$ cat config.mk
export PLATFORM = sky130hd
export DESIGN_NAME = nvb_eeprom
export DESIGN_NICKNAME = d
export VERILOG_FILES = /design/src/logic/nvb_pkg.sv /design/src/logic/nvb_eeprom.sv /design/src/logic/nvb_stall.sv
export VERILOG_INCLUDE_DIRS = /design/src /design/src/logic
export SDC_FILE = /design/constraint.sdc
export NUM_CORES = 2
export LEC_CHECK = 0
export BUFFER_PORTS_ARGS = -buffer_cell sky130_fd_sc_hd__buf_2
export CAP_MARGIN = 20
export CORE_MARGIN = 4
export CORE_UTILIZATION = 60
export DETAILED_ROUTE_END_ITERATION = 8
export PLACE_DENSITY = 0.73
export SYNTH_ARGS = -nofsm -noshare
export SYNTH_HDL_FRONTEND = slang
export SYNTH_SLANG_ARGS = --single-unit
$ cat constraint.sdc
create_clock -name i_clk -period 8.1 [get_ports i_clk]
set_input_delay 0 -clock i_clk [delete_from_list [all_inputs] [get_ports i_clk]]
set_output_delay 0 -clock i_clk [all_outputs]
set_load 0.05 [all_outputs]
$ cat src/logic/nvb_params.svh
`ifndef NVB_PARAMS_SVH
`define NVB_PARAMS_SVH
// I/O-space offsets of the access registers
`define NVB_OFS_CTRL      6'h1f
`define NVB_OFS_DATA      6'h20
`define NVB_OFS_ADDR_LOW  6'h21
`define NVB_OFS_ADDR_HIGH 6'h22
// Control register bit positions
`define NVB_BIT_READ      0
`define NVB_BIT_STROBE    1
`define NVB_BIT_ARM       2
// Stall lengths in clock cycles
`define NVB_READ_STALL    3'h4
`define NVB_WRITE_STALL   3'h2
// Arm window in cycles
`define NVB_ARM_WINDOW    3'h4
// Write access time in us and derived cycles at 100 MHz
`define NVB_WRITE_TIME_US 9000
`define NVB_CLK_MHZ       100
`define NVB_WRITE_CYCLES  (`NVB_WRITE_TIME_US * `NVB_CLK_MHZ)
`endif

$ cat src/logic/nvb_pkg.sv
package nvb_pkg;
  typedef struct packed {
    logic       wr;
    logic       rd;
    logic [5:0] addr;
    logic [7:0] wdata;
  } nvb_io_s;
  typedef enum logic [1:0] {ST_IDLE, ST_BUSY} nvb_state_e;
endpackage

$ cat src/logic/nvb_eeprom.sv
`timescale 1ns/1ps
`include "nvb_params.svh"
module nvb_eeprom #(
  parameter int unsigned DEPTH        = 512,
  parameter int unsigned AW           = 9,
  parameter int unsigned WRITE_CYCLES = `NVB_WRITE_CYCLES
) (
  input  wire logic            i_clk,
  input  wire logic            i_rst_n,
  input  wire nvb_pkg::nvb_io_s i_io,
  input  wire logic            i_sleep,
  output logic [7:0]           o_rdata,
  output logic                 o_cpu_stall,
  output logic                 o_write_busy
);
  // No reset on the array; unwritten bytes read unknown
  logic [7:0]          mem [DEPTH];
  logic [7:0]          nv_data_reg_ff;
  logic [7:0]          nv_address_low_ff;
  logic [7:0]          nv_address_high_ff;
  logic                nv_write_arm_ff;
  logic                nv_write_strobe_ff;
  logic [2:0]          arm_cnt_ff;
  logic [31:0]         wtime_ff;
  logic [AW-1:0]       waddr_ff;
  logic [7:0]          wbyte_ff;
  logic [7:0]          rdata_ff;
  nvb_pkg::nvb_state_e state_ff;
  logic                ctrl_wr;
  logic                start_wr;
  logic                start_rd;
  logic                stall_load;
  logic [2:0]          stall_len;
  logic [AW-1:0]       cur_addr;
  logic                write_done;

  assign cur_addr = AW'({nv_address_high_ff, nv_address_low_ff});
  assign ctrl_wr  = i_io.wr && (i_io.addr == `NVB_OFS_CTRL);
  // Strobe honoured only while armed and idle
  assign start_wr = ctrl_wr && i_io.wdata[`NVB_BIT_STROBE] &&
                    nv_write_arm_ff && (state_ff == nvb_pkg::ST_IDLE);
  // Reads refused during a write; the array is busy
  assign start_rd = ctrl_wr && i_io.wdata[`NVB_BIT_READ] &&
                    (state_ff == nvb_pkg::ST_IDLE) && !start_wr;
  assign write_done = (state_ff == nvb_pkg::ST_BUSY) && (wtime_ff == 32'h1);

  // Address and data registers
  always_ff @(posedge i_clk or negedge i_rst_n) begin
    if (!i_rst_n) begin
      nv_data_reg_ff     <= 8'h00;
      nv_address_low_ff  <= 8'h00;
      nv_address_high_ff <= 8'h00;
    end else if (i_io.wr) begin
      if (i_io.addr == `NVB_OFS_DATA)
        nv_data_reg_ff <= i_io.wdata;
      if (i_io.addr == `NVB_OFS_ADDR_LOW)
        nv_address_low_ff <= i_io.wdata;
      if (i_io.addr == `NVB_OFS_ADDR_HIGH)
        nv_address_high_ff <= i_io.wdata;
    end
  end

  always_ff @(posedge i_clk or negedge i_rst_n) begin
    if (!i_rst_n) begin
      nv_write_arm_ff <= 1'b0;
      arm_cnt_ff      <= 3'h0;
    end else if (ctrl_wr && i_io.wdata[`NVB_BIT_ARM]) begin
      nv_write_arm_ff <= 1'b1;
      arm_cnt_ff      <= `NVB_ARM_WINDOW;
    end else if (start_wr || arm_cnt_ff == 3'h1) begin
      nv_write_arm_ff <= 1'b0;
      arm_cnt_ff      <= 3'h0;
    end else if (arm_cnt_ff != 3'h0) begin
      arm_cnt_ff <= arm_cnt_ff - 3'h1;
    end
  end

  // self-timed write; sleep does not stop it
  always_ff @(posedge i_clk or negedge i_rst_n) begin
    if (!i_rst_n) begin
      state_ff           <= nvb_pkg::ST_IDLE;
      nv_write_strobe_ff <= 1'b0;
      wtime_ff           <= 32'h0;
      waddr_ff           <= '0;
      wbyte_ff           <= 8'h00;
    end else if (start_wr) begin
      state_ff           <= nvb_pkg::ST_BUSY;
      nv_write_strobe_ff <= 1'b1;
      wtime_ff           <= WRITE_CYCLES;
      waddr_ff           <= cur_addr;
      wbyte_ff           <= nv_data_reg_ff;
    end else begin
      case (state_ff)
        nvb_pkg::ST_BUSY: begin
          wtime_ff <= wtime_ff - 32'h1;
          if (write_done) begin
            state_ff           <= nvb_pkg::ST_IDLE;
            nv_write_strobe_ff <= 1'b0;
          end
        end
        default: state_ff <= nvb_pkg::ST_IDLE;
      endcase
    end
  end

  always_ff @(posedge i_clk) begin
    if (write_done)
      mem[waddr_ff] <= wbyte_ff;
  end

  // read byte lands in the data path
  always_ff @(posedge i_clk or negedge i_rst_n) begin
    if (!i_rst_n) begin
      rdata_ff <= 8'h00;
    end else if (start_rd) begin
      rdata_ff <= mem[cur_addr];
    end else if (i_io.rd) begin
      case (i_io.addr)
        `NVB_OFS_CTRL:      rdata_ff <= {5'h00, nv_write_arm_ff,
                                         nv_write_strobe_ff, 1'b0};
        `NVB_OFS_DATA:      rdata_ff <= nv_data_reg_ff;
        `NVB_OFS_ADDR_LOW:  rdata_ff <= nv_address_low_ff;
        `NVB_OFS_ADDR_HIGH: rdata_ff <= nv_address_high_ff;
        default:            rdata_ff <= 8'h00;
      endcase
    end
  end

  // four-cycle read stall; two-cycle write stall
  assign stall_load = start_rd || start_wr;
  assign stall_len  = start_rd ? `NVB_READ_STALL : `NVB_WRITE_STALL;

  nvb_stall u_stall (
    .i_clk    (i_clk),
    .i_rst_n  (i_rst_n),
    .i_load   (stall_load),
    .i_cycles (stall_len),
    .o_stall  (o_cpu_stall)
  );

  assign o_rdata      = rdata_ff;
  assign o_write_busy = nv_write_strobe_ff;

  // Assertions
  // read stall length
  read_stall_len_a: assert property (
    @(posedge i_clk) disable iff (!i_rst_n)
    start_rd |=> o_cpu_stall [*4] ##1 !o_cpu_stall)
    else $error("read stall not four cycles");
  write_stall_len_a: assert property (
    @(posedge i_clk) disable iff (!i_rst_n)
    start_wr |=> o_cpu_stall [*2] ##1 !o_cpu_stall)
    else $error("write stall not two cycles");
  busy_on_start_a: assert property (
    @(posedge i_clk) disable iff (!i_rst_n)
    start_wr |=> o_write_busy && state_ff == nvb_pkg::ST_BUSY)
    else $error("busy not set on write start");
  sleep_runs_on_a: assert property (
    @(posedge i_clk) disable iff (!i_rst_n)
    (o_write_busy && i_sleep && wtime_ff > 32'h1)
      |=> o_write_busy && wtime_ff == $past(wtime_ff) - 32'h1)
    else $error("write halted in sleep");
  strobe_clear_a: assert property (
    @(posedge i_clk) disable iff (!i_rst_n)
    write_done |=> !o_write_busy)
    else $error("strobe not cleared at write end");
  arm_timeout_a: assert property (
    @(posedge i_clk) disable iff (!i_rst_n)
    (ctrl_wr && i_io.wdata[`NVB_BIT_ARM]) |-> ##[1:5] !nv_write_arm_ff)
    else $error("arm bit did not self clear");
  no_strobe_unarmed_a: assert property (
    @(posedge i_clk) disable iff (!i_rst_n)
    $rose(o_write_busy) |-> $past(nv_write_arm_ff))
    else $error("write started without arm");
  unarmed_ignored_a: assert property (
    @(posedge i_clk) disable iff (!i_rst_n)
    (ctrl_wr && i_io.wdata[`NVB_BIT_STROBE] && !nv_write_arm_ff)
      |=> !$rose(o_write_busy))
    else $error("unarmed strobe started a write");
  byte_captured_a: assert property (
    @(posedge i_clk) disable iff (!i_rst_n)
    start_wr |=> wbyte_ff == $past(nv_data_reg_ff)
      && waddr_ff == $past(cur_addr))
    else $error("write byte or address not captured");
  write_lands_a: assert property (
    @(posedge i_clk) disable iff (!i_rst_n)
    write_done |=> mem[$past(waddr_ff)] == $past(wbyte_ff))
    else $error("written byte not in array");
  status_read_a: assert property (
    @(posedge i_clk) disable iff (!i_rst_n)
    (i_io.rd && i_io.addr == `NVB_OFS_CTRL && !start_rd)
      |=> o_rdata[`NVB_BIT_STROBE] == $past(o_write_busy))
    else $error("status bit read back wrong");

  read_cov_c:  cover property (@(posedge i_clk) start_rd);
  write_cov_c: cover property (@(posedge i_clk) start_wr);
  done_cov_c:  cover property (@(posedge i_clk) write_done);
  sleep_cov_c: cover property (@(posedge i_clk) o_write_busy && i_sleep);
  lapse_cov_c: cover property (@(posedge i_clk) arm_cnt_ff == 3'h1);
endmodule

$ cat src/logic/nvb_stall.sv
`timescale 1ns/1ps
// Loads a count and holds the stall output until it runs out
module nvb_stall (
  input  wire logic       i_clk,
  input  wire logic       i_rst_n,
  input  wire logic       i_load,
  input  wire logic [2:0] i_cycles,
  output logic            o_stall
);
  logic [2:0] cnt_ff;
  always_ff @(posedge i_clk or negedge i_rst_n) begin
    if (!i_rst_n) begin
      cnt_ff <= 3'h0;
    end else if (i_load) begin
      cnt_ff <= i_cycles;
    end else if (cnt_ff != 3'h0) begin
      cnt_ff <= cnt_ff - 3'h1;
    end
  end
  assign o_stall = (cnt_ff != 3'h0);
endmodule

**After elaboration in Yosys (flattened, before gate mapping)**

Memories as Yosys holds them, arrays and structs flattened.
Cells that the tools add are included.

- Equal/unequal tests: 8
- Add/sub/neg operators: 3
- Muxes and demuxes: 21
- Reduce and logical (&&, ||, !) cells: 25

Operator list:

| kind | number |
|---|---|
| $mux W32 | 2 |
| $eq A32 B1 Y1 const B | 1 |
| $pmux W8 S4 | 1 |
| $sub A32 B1 Y32 const B | 1 |
| $eq A6 B6 Y1 const B | 3 |
| $mux W3 | 6 |
| $mux W8 | 2 |
| $reduce_bool A2 Y1 | 5 |
| $logic_and A1 B1 Y1 | 9 |
| $reduce_bool A3 Y1 | 3 |
| $reduce_and A2 Y1 | 4 |
| $mux W1 | 7 |
| $eq A6 B5 Y1 const B | 1 |
| $mux W2 | 3 |
| $sub A3 B1 Y3 const B | 2 |
| $eq A3 B1 Y1 const B | 1 |
| $ne A3 B3 Y1 const B | 1 |
| $eq A2 B1 Y1 const B | 1 |
| $logic_not A2 Y1 | 1 |
| $logic_or A1 B1 Y1 | 2 |
| $logic_not A1 Y1 | 1 |

- Memories: 1
- Input bits: 19
- Logic and storage cells: 70
- Memory bits (writable): 4096
- Output and inout port bits: 10
- Flip-flop bits (word level): 91

Memory list:

| name | words | width | rd ports | clocked after Yosys merged registers in | wr ports | RTL line | text |
|---|---|---|---|---|---|---|---|
| mem | 512 | 8 | 1 | 0 | 1 | nvb_eeprom.sv:17 | `logic [7:0] mem [DEPTH];` |

**Logic depth before layout (Yosys ltp)**

- Depth after elaboration: 9
- Mapped depth: 14
- Mapped depth without buffers: 9

**Hierarchy**

Synthesis repeated with hierarchy kept, for this count alone.

- Cells, all modules: 8426
- Area, all modules: 164652.9 um^2

By module, submodules not included:

| module | cells an instance | seq. area each (um^2) | area an instance (um^2) | times used |
|---|---|---|---|---|
| nvb_eeprom | 8406 | 125175.1 | 164455.2 | 1 |
| nvb_stall | 20 | 75.1 | 197.7 | 1 |

**Worst setup path before layout**

Ideal clock, no wire load.

- Path kind: reg2reg
- Start: register wbyte_ff[0]
- End: memory mem[0][0], data pin
- Data required time: 6.696 ns
- Setup time: 1.404 ns
- Cell stages (with the launch flop): 1
- Clock period less this slack: 7.469 ns
- Path buffers: 0
- Slack: 0.631 ns
- Arrival time: 6.064 ns
- Cells stage by stage: dfrtp_1

RTL lines:

| what | RTL line | text |
|---|---|---|
| from (decl) | nvb_eeprom.sv:26 | `logic [7:0] wbyte_ff;` |
| from (signal assigned) | nvb_eeprom.sv:91 | `wbyte_ff <= nv_data_reg_ff;` |
| to (decl) | nvb_eeprom.sv:17 |  |

Straight into the memory's write port.

**Worst setup path in the final report**

- Start: register nv_address_low_ff[2]
- End: register rdata_ff[7], in the netlist o_rdata[7]

- Word-level cells in the longest chain between the ends: 2

RTL lines:

| what | RTL line | text |
|---|---|---|
| from (decl) | nvb_eeprom.sv:19 | `logic [7:0] nv_address_low_ff;` |
| from (signal assigned) | nvb_eeprom.sv:57 | `nv_address_low_ff <= i_io.wdata;` |
| $mem_v2 Z512 W8 | n/a |  |
| $mux W8 | nvb_eeprom.sv:115 | `end else if (start_rd) begin` |
| to (signal assigned) | nvb_eeprom.sv:116 | `rdata_ff <= mem[cur_addr];` |
| to (signal assigned) | nvb_eeprom.sv:119 | `` `NVB_OFS_CTRL: rdata_ff <= {5'h00, nv_write_arm_ff, `` |
| to (signal assigned) | nvb_eeprom.sv:121 | `` `NVB_OFS_DATA: rdata_ff <= nv_data_reg_ff; `` |
| to (decl) | nvb_eeprom.sv:27 | `logic [7:0] rdata_ff;` |

No other way between the ends.
A chain may end at the register's enable or synchronous reset.

==> results.ini <==
[outcome]
run_status=finished clean

[final_layout]
post_route_cells_drive_above_1_share=0.175
final_cells=12400
area.growth.synth_to_final_pct=10.7
utilization=0.667
layout.nets=8557
post-route-cell-area_um2=181000
filler_cell_count=17000

[synth]
synth-seq-cells=4186
synthArstFlopShare=0.0215
netlist-cell-type-count=67
postSynthCellCount=8398
synth_area_per_cell_um2=19.5
syn-num-nets=8424
postSynth.topFlopCell=sky130_fd_sc_hd__edfxtp_1
yosysWarnings=0
synth_enable_flop_cells=4096
synth_area_um2=163000
synth_seq_area_share=0.767

[critical_path]
crit_path_max_fanout=54
end_kind=flop
path_class=reg -> reg
worst-endpoint-required_ns=8.92
timing.critical_path.arrival_ns=6.27
worstSetupStartpointType=flop

[placed_design]
place.detailed.hpwl_um=257000
placed_cells=11700
placed_cell_area_um2=168000
place.gp.congestion=0.890
numPortBuffers=27

[routing]
via_count=87600
post_route_drc=0
wl_um=440000
antenna_violating_nets_post_route=0
detail_route.vias_per_cell=7.04
dr.first_iter.drc_count=14100
wl_per_cell_um=35.3
firstDrtPassIters=7

[floorplanning]
die-height_um=530
die_width_um=530
io_pins=29
design.core.area_um2=271000
fp.dieArea_um2=281000
effective_utilization_at_floorplan=0.603
fp-row-count=191

[timing]
hold_viol=0
timing.clock.skew_ns=0.0437
total_count_of_max_transition_violations_in_the_final_report=0
whs_ns=0.0572
final_min_period_over_clock_period=0.673
final.setup.tns_ns=0
total_of_endpoints_with_negative_setup_slack_in_the_final_report=0
fmax_mhz=184
relative_max_transition_margin=0.0838
worst_slew_pin_slew_ns=1.37
final.min_clock_period_ns=5.45
grt_setup_unrepaired=false

[power_and_ir_drop]
worst_ir_drop_vdd_v=0.000168
power_per_cell_area_nw_per_um2=252
power.net_switching_w=0.0106
total_leakage_power_nw=45.9
power.combinational.fraction=0.084
power.internal_w=0.0350
p_seq_frac=0.518
p_sw_frac=0.232
clock_power_share=0.398

[clock_tree]
clkLatencyLatePin_ns=0.91
cts-buffers-inserted=400
clock_tree_from_tritoncts=built
path_clk_slew_ns=0.06
htree_num_levels=5
clkSinkCount=4186
cts_root_buf=sky130_fd_sc_hd__clkbuf_16
clock_tree.buffer_depth=4

[global_route]
groute.usage.overall=0.313
grt_start_max_net_pins=233
grt_remaining_overflow=0
grt_first_pass_wirelength_um=625000
grt_pass1_vias=85200
antenna_found_initial=36

[job]
maxCapViolCount=0

[hold_path]
holdCritPathClass=in -> reg

==> registers in the layout, indices dropped and copies added (netlist names) <==
name / flops
waddr_ff: 9
o_rdata: 8
o_write_busy: 1
u_stall.cnt_ff: 3
nv_write_arm_ff: 1
arm_cnt_ff: 3
mem: 4096
wbyte_ff: 8
nv_address_high_ff: 8
wtime_ff: 32
nv_data_reg_ff: 8
nv_address_low_ff: 8
state_ff: 1
==> path summary, 6_finish.rpt <==
| check | from | to | slack [ns] | cells after the start |
|---|---|---|---|---|
| setup / recovery | nv_address_low_ff[2]$_DFFE_PN0P_ | o_rdata[7]$_DFFE_PN0P_ | 2.65 | 10 |
| hold / removal | i_io[2] | nv_address_low_ff[2]$_DFFE_PN0P_ | 0.06 | 3 |
| setup reg to reg | nv_address_low_ff[2]$_DFFE_PN0P_ | o_rdata[7]$_DFFE_PN0P_ | 2.65 | 10 |
| hold reg to reg | wtime_ff[14]$_DFFE_PN0P_ | wtime_ff[14]$_DFFE_PN0P_ | 0.48 | 1 |
| max in group asynchronous | i_rst_n | nv_address_low_ff[0]$_DFFE_PN0P_ | 7.20 | 4 |
| min in group asynchronous | i_rst_n | wtime_ff[8]$_DFFE_PN0P_ | 0.19 | 4 |
==> worst max-delay path: stages (launching register included) <==
cell	delay [ns]
sky130_fd_sc_hd__dfrtp_4	0.85
sky130_fd_sc_hd__nand2b_4	0.54
sky130_fd_sc_hd__buf_12	0.42
sky130_fd_sc_hd__buf_12	0.26
sky130_fd_sc_hd__o221ai_1	0.38
sky130_fd_sc_hd__a21oi_1	0.08
sky130_fd_sc_hd__o21ai_0	0.90
sky130_fd_sc_hd__o211ai_1	0.53
sky130_fd_sc_hd__o31ai_1	0.82
sky130_fd_sc_hd__o21ai_0	0.16
sky130_fd_sc_hd__o21ai_0	0.20
==> power by group through the flow <==
stage / clock, W / combinational (W) / sequential [W]
2_1_floorplan: 0 / 0.00225 / 0.0240
3_3_place_gp: 0 / 0.00366 / 0.0240
6_report: 0.0181 / 0.00383 / 0.0236
3_5_place_dp: 0 / 0.00371 / 0.0241
5_1_grt: 0.0192 / 0.00392 / 0.0236
4_1_cts: 0.0182 / 0.00374 / 0.0236
==> stage by stage <==
stage          setup WS, ns  power [W]
2_1_floorplan         0.631     0.0263
3_3_place_gp           2.81     0.0277
3_5_place_dp           2.73     0.0278
4_1_cts                2.70     0.0455
5_1_grt                2.54     0.0467
6_report               2.65     0.0456
==> cells in the final DEF, fill, tap and decap left out, types with 10 or more instances in the layout <==
master / synthesis / routed
sky130_fd_sc_hd__clkinv_1: 3 / 96
sky130_fd_sc_hd__nand4_1: 14 / 14
sky130_fd_sc_hd__a211oi_1: 17 / 17
sky130_fd_sc_hd__diode_2: 0 / 22
sky130_fd_sc_hd__o311ai_0: 14 / 12
sky130_fd_sc_hd__nor3_1: 107 / 106
sky130_fd_sc_hd__buf_12: 0 / 37
sky130_fd_sc_hd__bufinv_16: 0 / 35
sky130_fd_sc_hd__nor2b_1: 16 / 12
sky130_fd_sc_hd__clkinvlp_4: 0 / 12
sky130_fd_sc_hd__o221ai_1: 313 / 313
sky130_fd_sc_hd__buf_4: 45 / 160
sky130_fd_sc_hd__clkbuf_16: 0 / 405
sky130_fd_sc_hd__inv_1: 19 / 18
sky130_fd_sc_hd__buf_2: 149 / 29
sky130_fd_sc_hd__a22oi_1: 29 / 29
sky130_fd_sc_hd__o211ai_1: 17 / 17
sky130_fd_sc_hd__dfrtp_4: 0 / 13
sky130_fd_sc_hd__nand3_1: 55 / 51
sky130_fd_sc_hd__dlygate4sd3_1: 0 / 32
sky130_fd_sc_hd__mux2_2: 37 / 37
sky130_fd_sc_hd__clkbuf_1: 287 / 94
sky130_fd_sc_hd__o22ai_1: 189 / 189
sky130_fd_sc_hd__a21oi_1: 210 / 210
sky130_fd_sc_hd__dfrtp_1: 90 / 76
sky130_fd_sc_hd__mux4_2: 691 / 691
sky130_fd_sc_hd__nand2_1: 193 / 179
sky130_fd_sc_hd__o21ai_0: 135 / 135
sky130_fd_sc_hd__nor2_1: 642 / 633
sky130_fd_sc_hd__and2_1: 10 / 10
sky130_fd_sc_hd__clkinv_2: 0 / 58
sky130_fd_sc_hd__a311oi_1: 11 / 11
sky130_fd_sc_hd__edfxtp_1: 4096 / 4096
sky130_fd_sc_hd__a31oi_1: 22 / 22
sky130_fd_sc_hd__mux2i_1: 760 / 760
sky130_fd_sc_hd__nor4_1: 29 / 28
==> final cells by class <==
| class | instances | area (µm²) | area share |
|---|---|---|---|
| Tap cell | 3570 | 4470 | 0.0247 |
| Antenna cell | 22 | 55.1 | 0.000305 |
| Sequential cell | 4186 | 125000 | 0.693 |
| Clock inverter | 211 | 1910 | 0.0106 |
| Inverter | 22 | 97.6 | 0.000540 |
| Clock buffer | 506 | 10600 | 0.0586 |
| Timing Repair Buffer | 263 | 2490 | 0.0138 |
| Multi-Input combinational cell | 3658 | 35900 | 0.198 |
==> synth_stat cells (19+ instances only) <==
library cell	number	share of area
sky130_fd_sc_hd__a21oi_1	210	0.0064
sky130_fd_sc_hd__a22oi_1	29	0.0013
sky130_fd_sc_hd__a31oi_1	22	0.00084
sky130_fd_sc_hd__buf_1	51	0.0012
sky130_fd_sc_hd__buf_2	149	0.0046
sky130_fd_sc_hd__buf_4	45	0.0021
sky130_fd_sc_hd__clkbuf_1	287	0.0066
sky130_fd_sc_hd__dfrtp_1	90	0.014
sky130_fd_sc_hd__edfxtp_1	4096	0.75
sky130_fd_sc_hd__inv_1	19	0.00044
sky130_fd_sc_hd__mux2_2	37	0.0026
sky130_fd_sc_hd__mux2i_1	760	0.047
sky130_fd_sc_hd__mux4_2	691	0.095
sky130_fd_sc_hd__nand2_1	193	0.0044
sky130_fd_sc_hd__nand3_1	55	0.0017
sky130_fd_sc_hd__nor2_1	642	0.015
sky130_fd_sc_hd__nor3_1	107	0.0033
sky130_fd_sc_hd__nor4_1	29	0.0011
sky130_fd_sc_hd__o21ai_0	135	0.0041
sky130_fd_sc_hd__o221ai_1	313	0.017
sky130_fd_sc_hd__o22ai_1	189	0.0072
==> repair_timing <==
action | 4_1_cts | 5_1_grt
setup buffers | 0 | 0
endpoints found under the setup margin | 0 | 0
resized for setup | 0 | 0
hold endpoints to repair | 153 | 0
hold buffers | 33 | 0
==> layer usage <==
| layer | vias to the layer above | track usage | wire length [µm] |
|---|---|---|---|
| met3 | 1102 | 0.0983 | 63000 |
| met4 | 26 | 0.127 | 21300 |
| li1 | 35000 | - | - |
| met1 | 45000 | 0.443 | 157000 |
| met5 | - | 0.00359 | 223 |
| met2 | 6495 | 0.460 | 198000 |
==> logic make-up (layout without fill, tap and decap cells) <==
kind of cell | count (synthesis) | after routing | synth area share
buf+inv | 554 | 1002 | 0.0149
other cells | 0 | 22 | 0
simple gates | 1122 | 1122 | 0.0294
xor+xnor | 6 | 6 | 0.000322
mux | 1488 | 1488 | 0.144
fa+ha+maj | 7 | 7 | 0.000536
compound gates | 1035 | 1035 | 0.0437
flops | 4186 | 4186 | 0.767
Note: power is estimated with default switching activity, not from simulation.
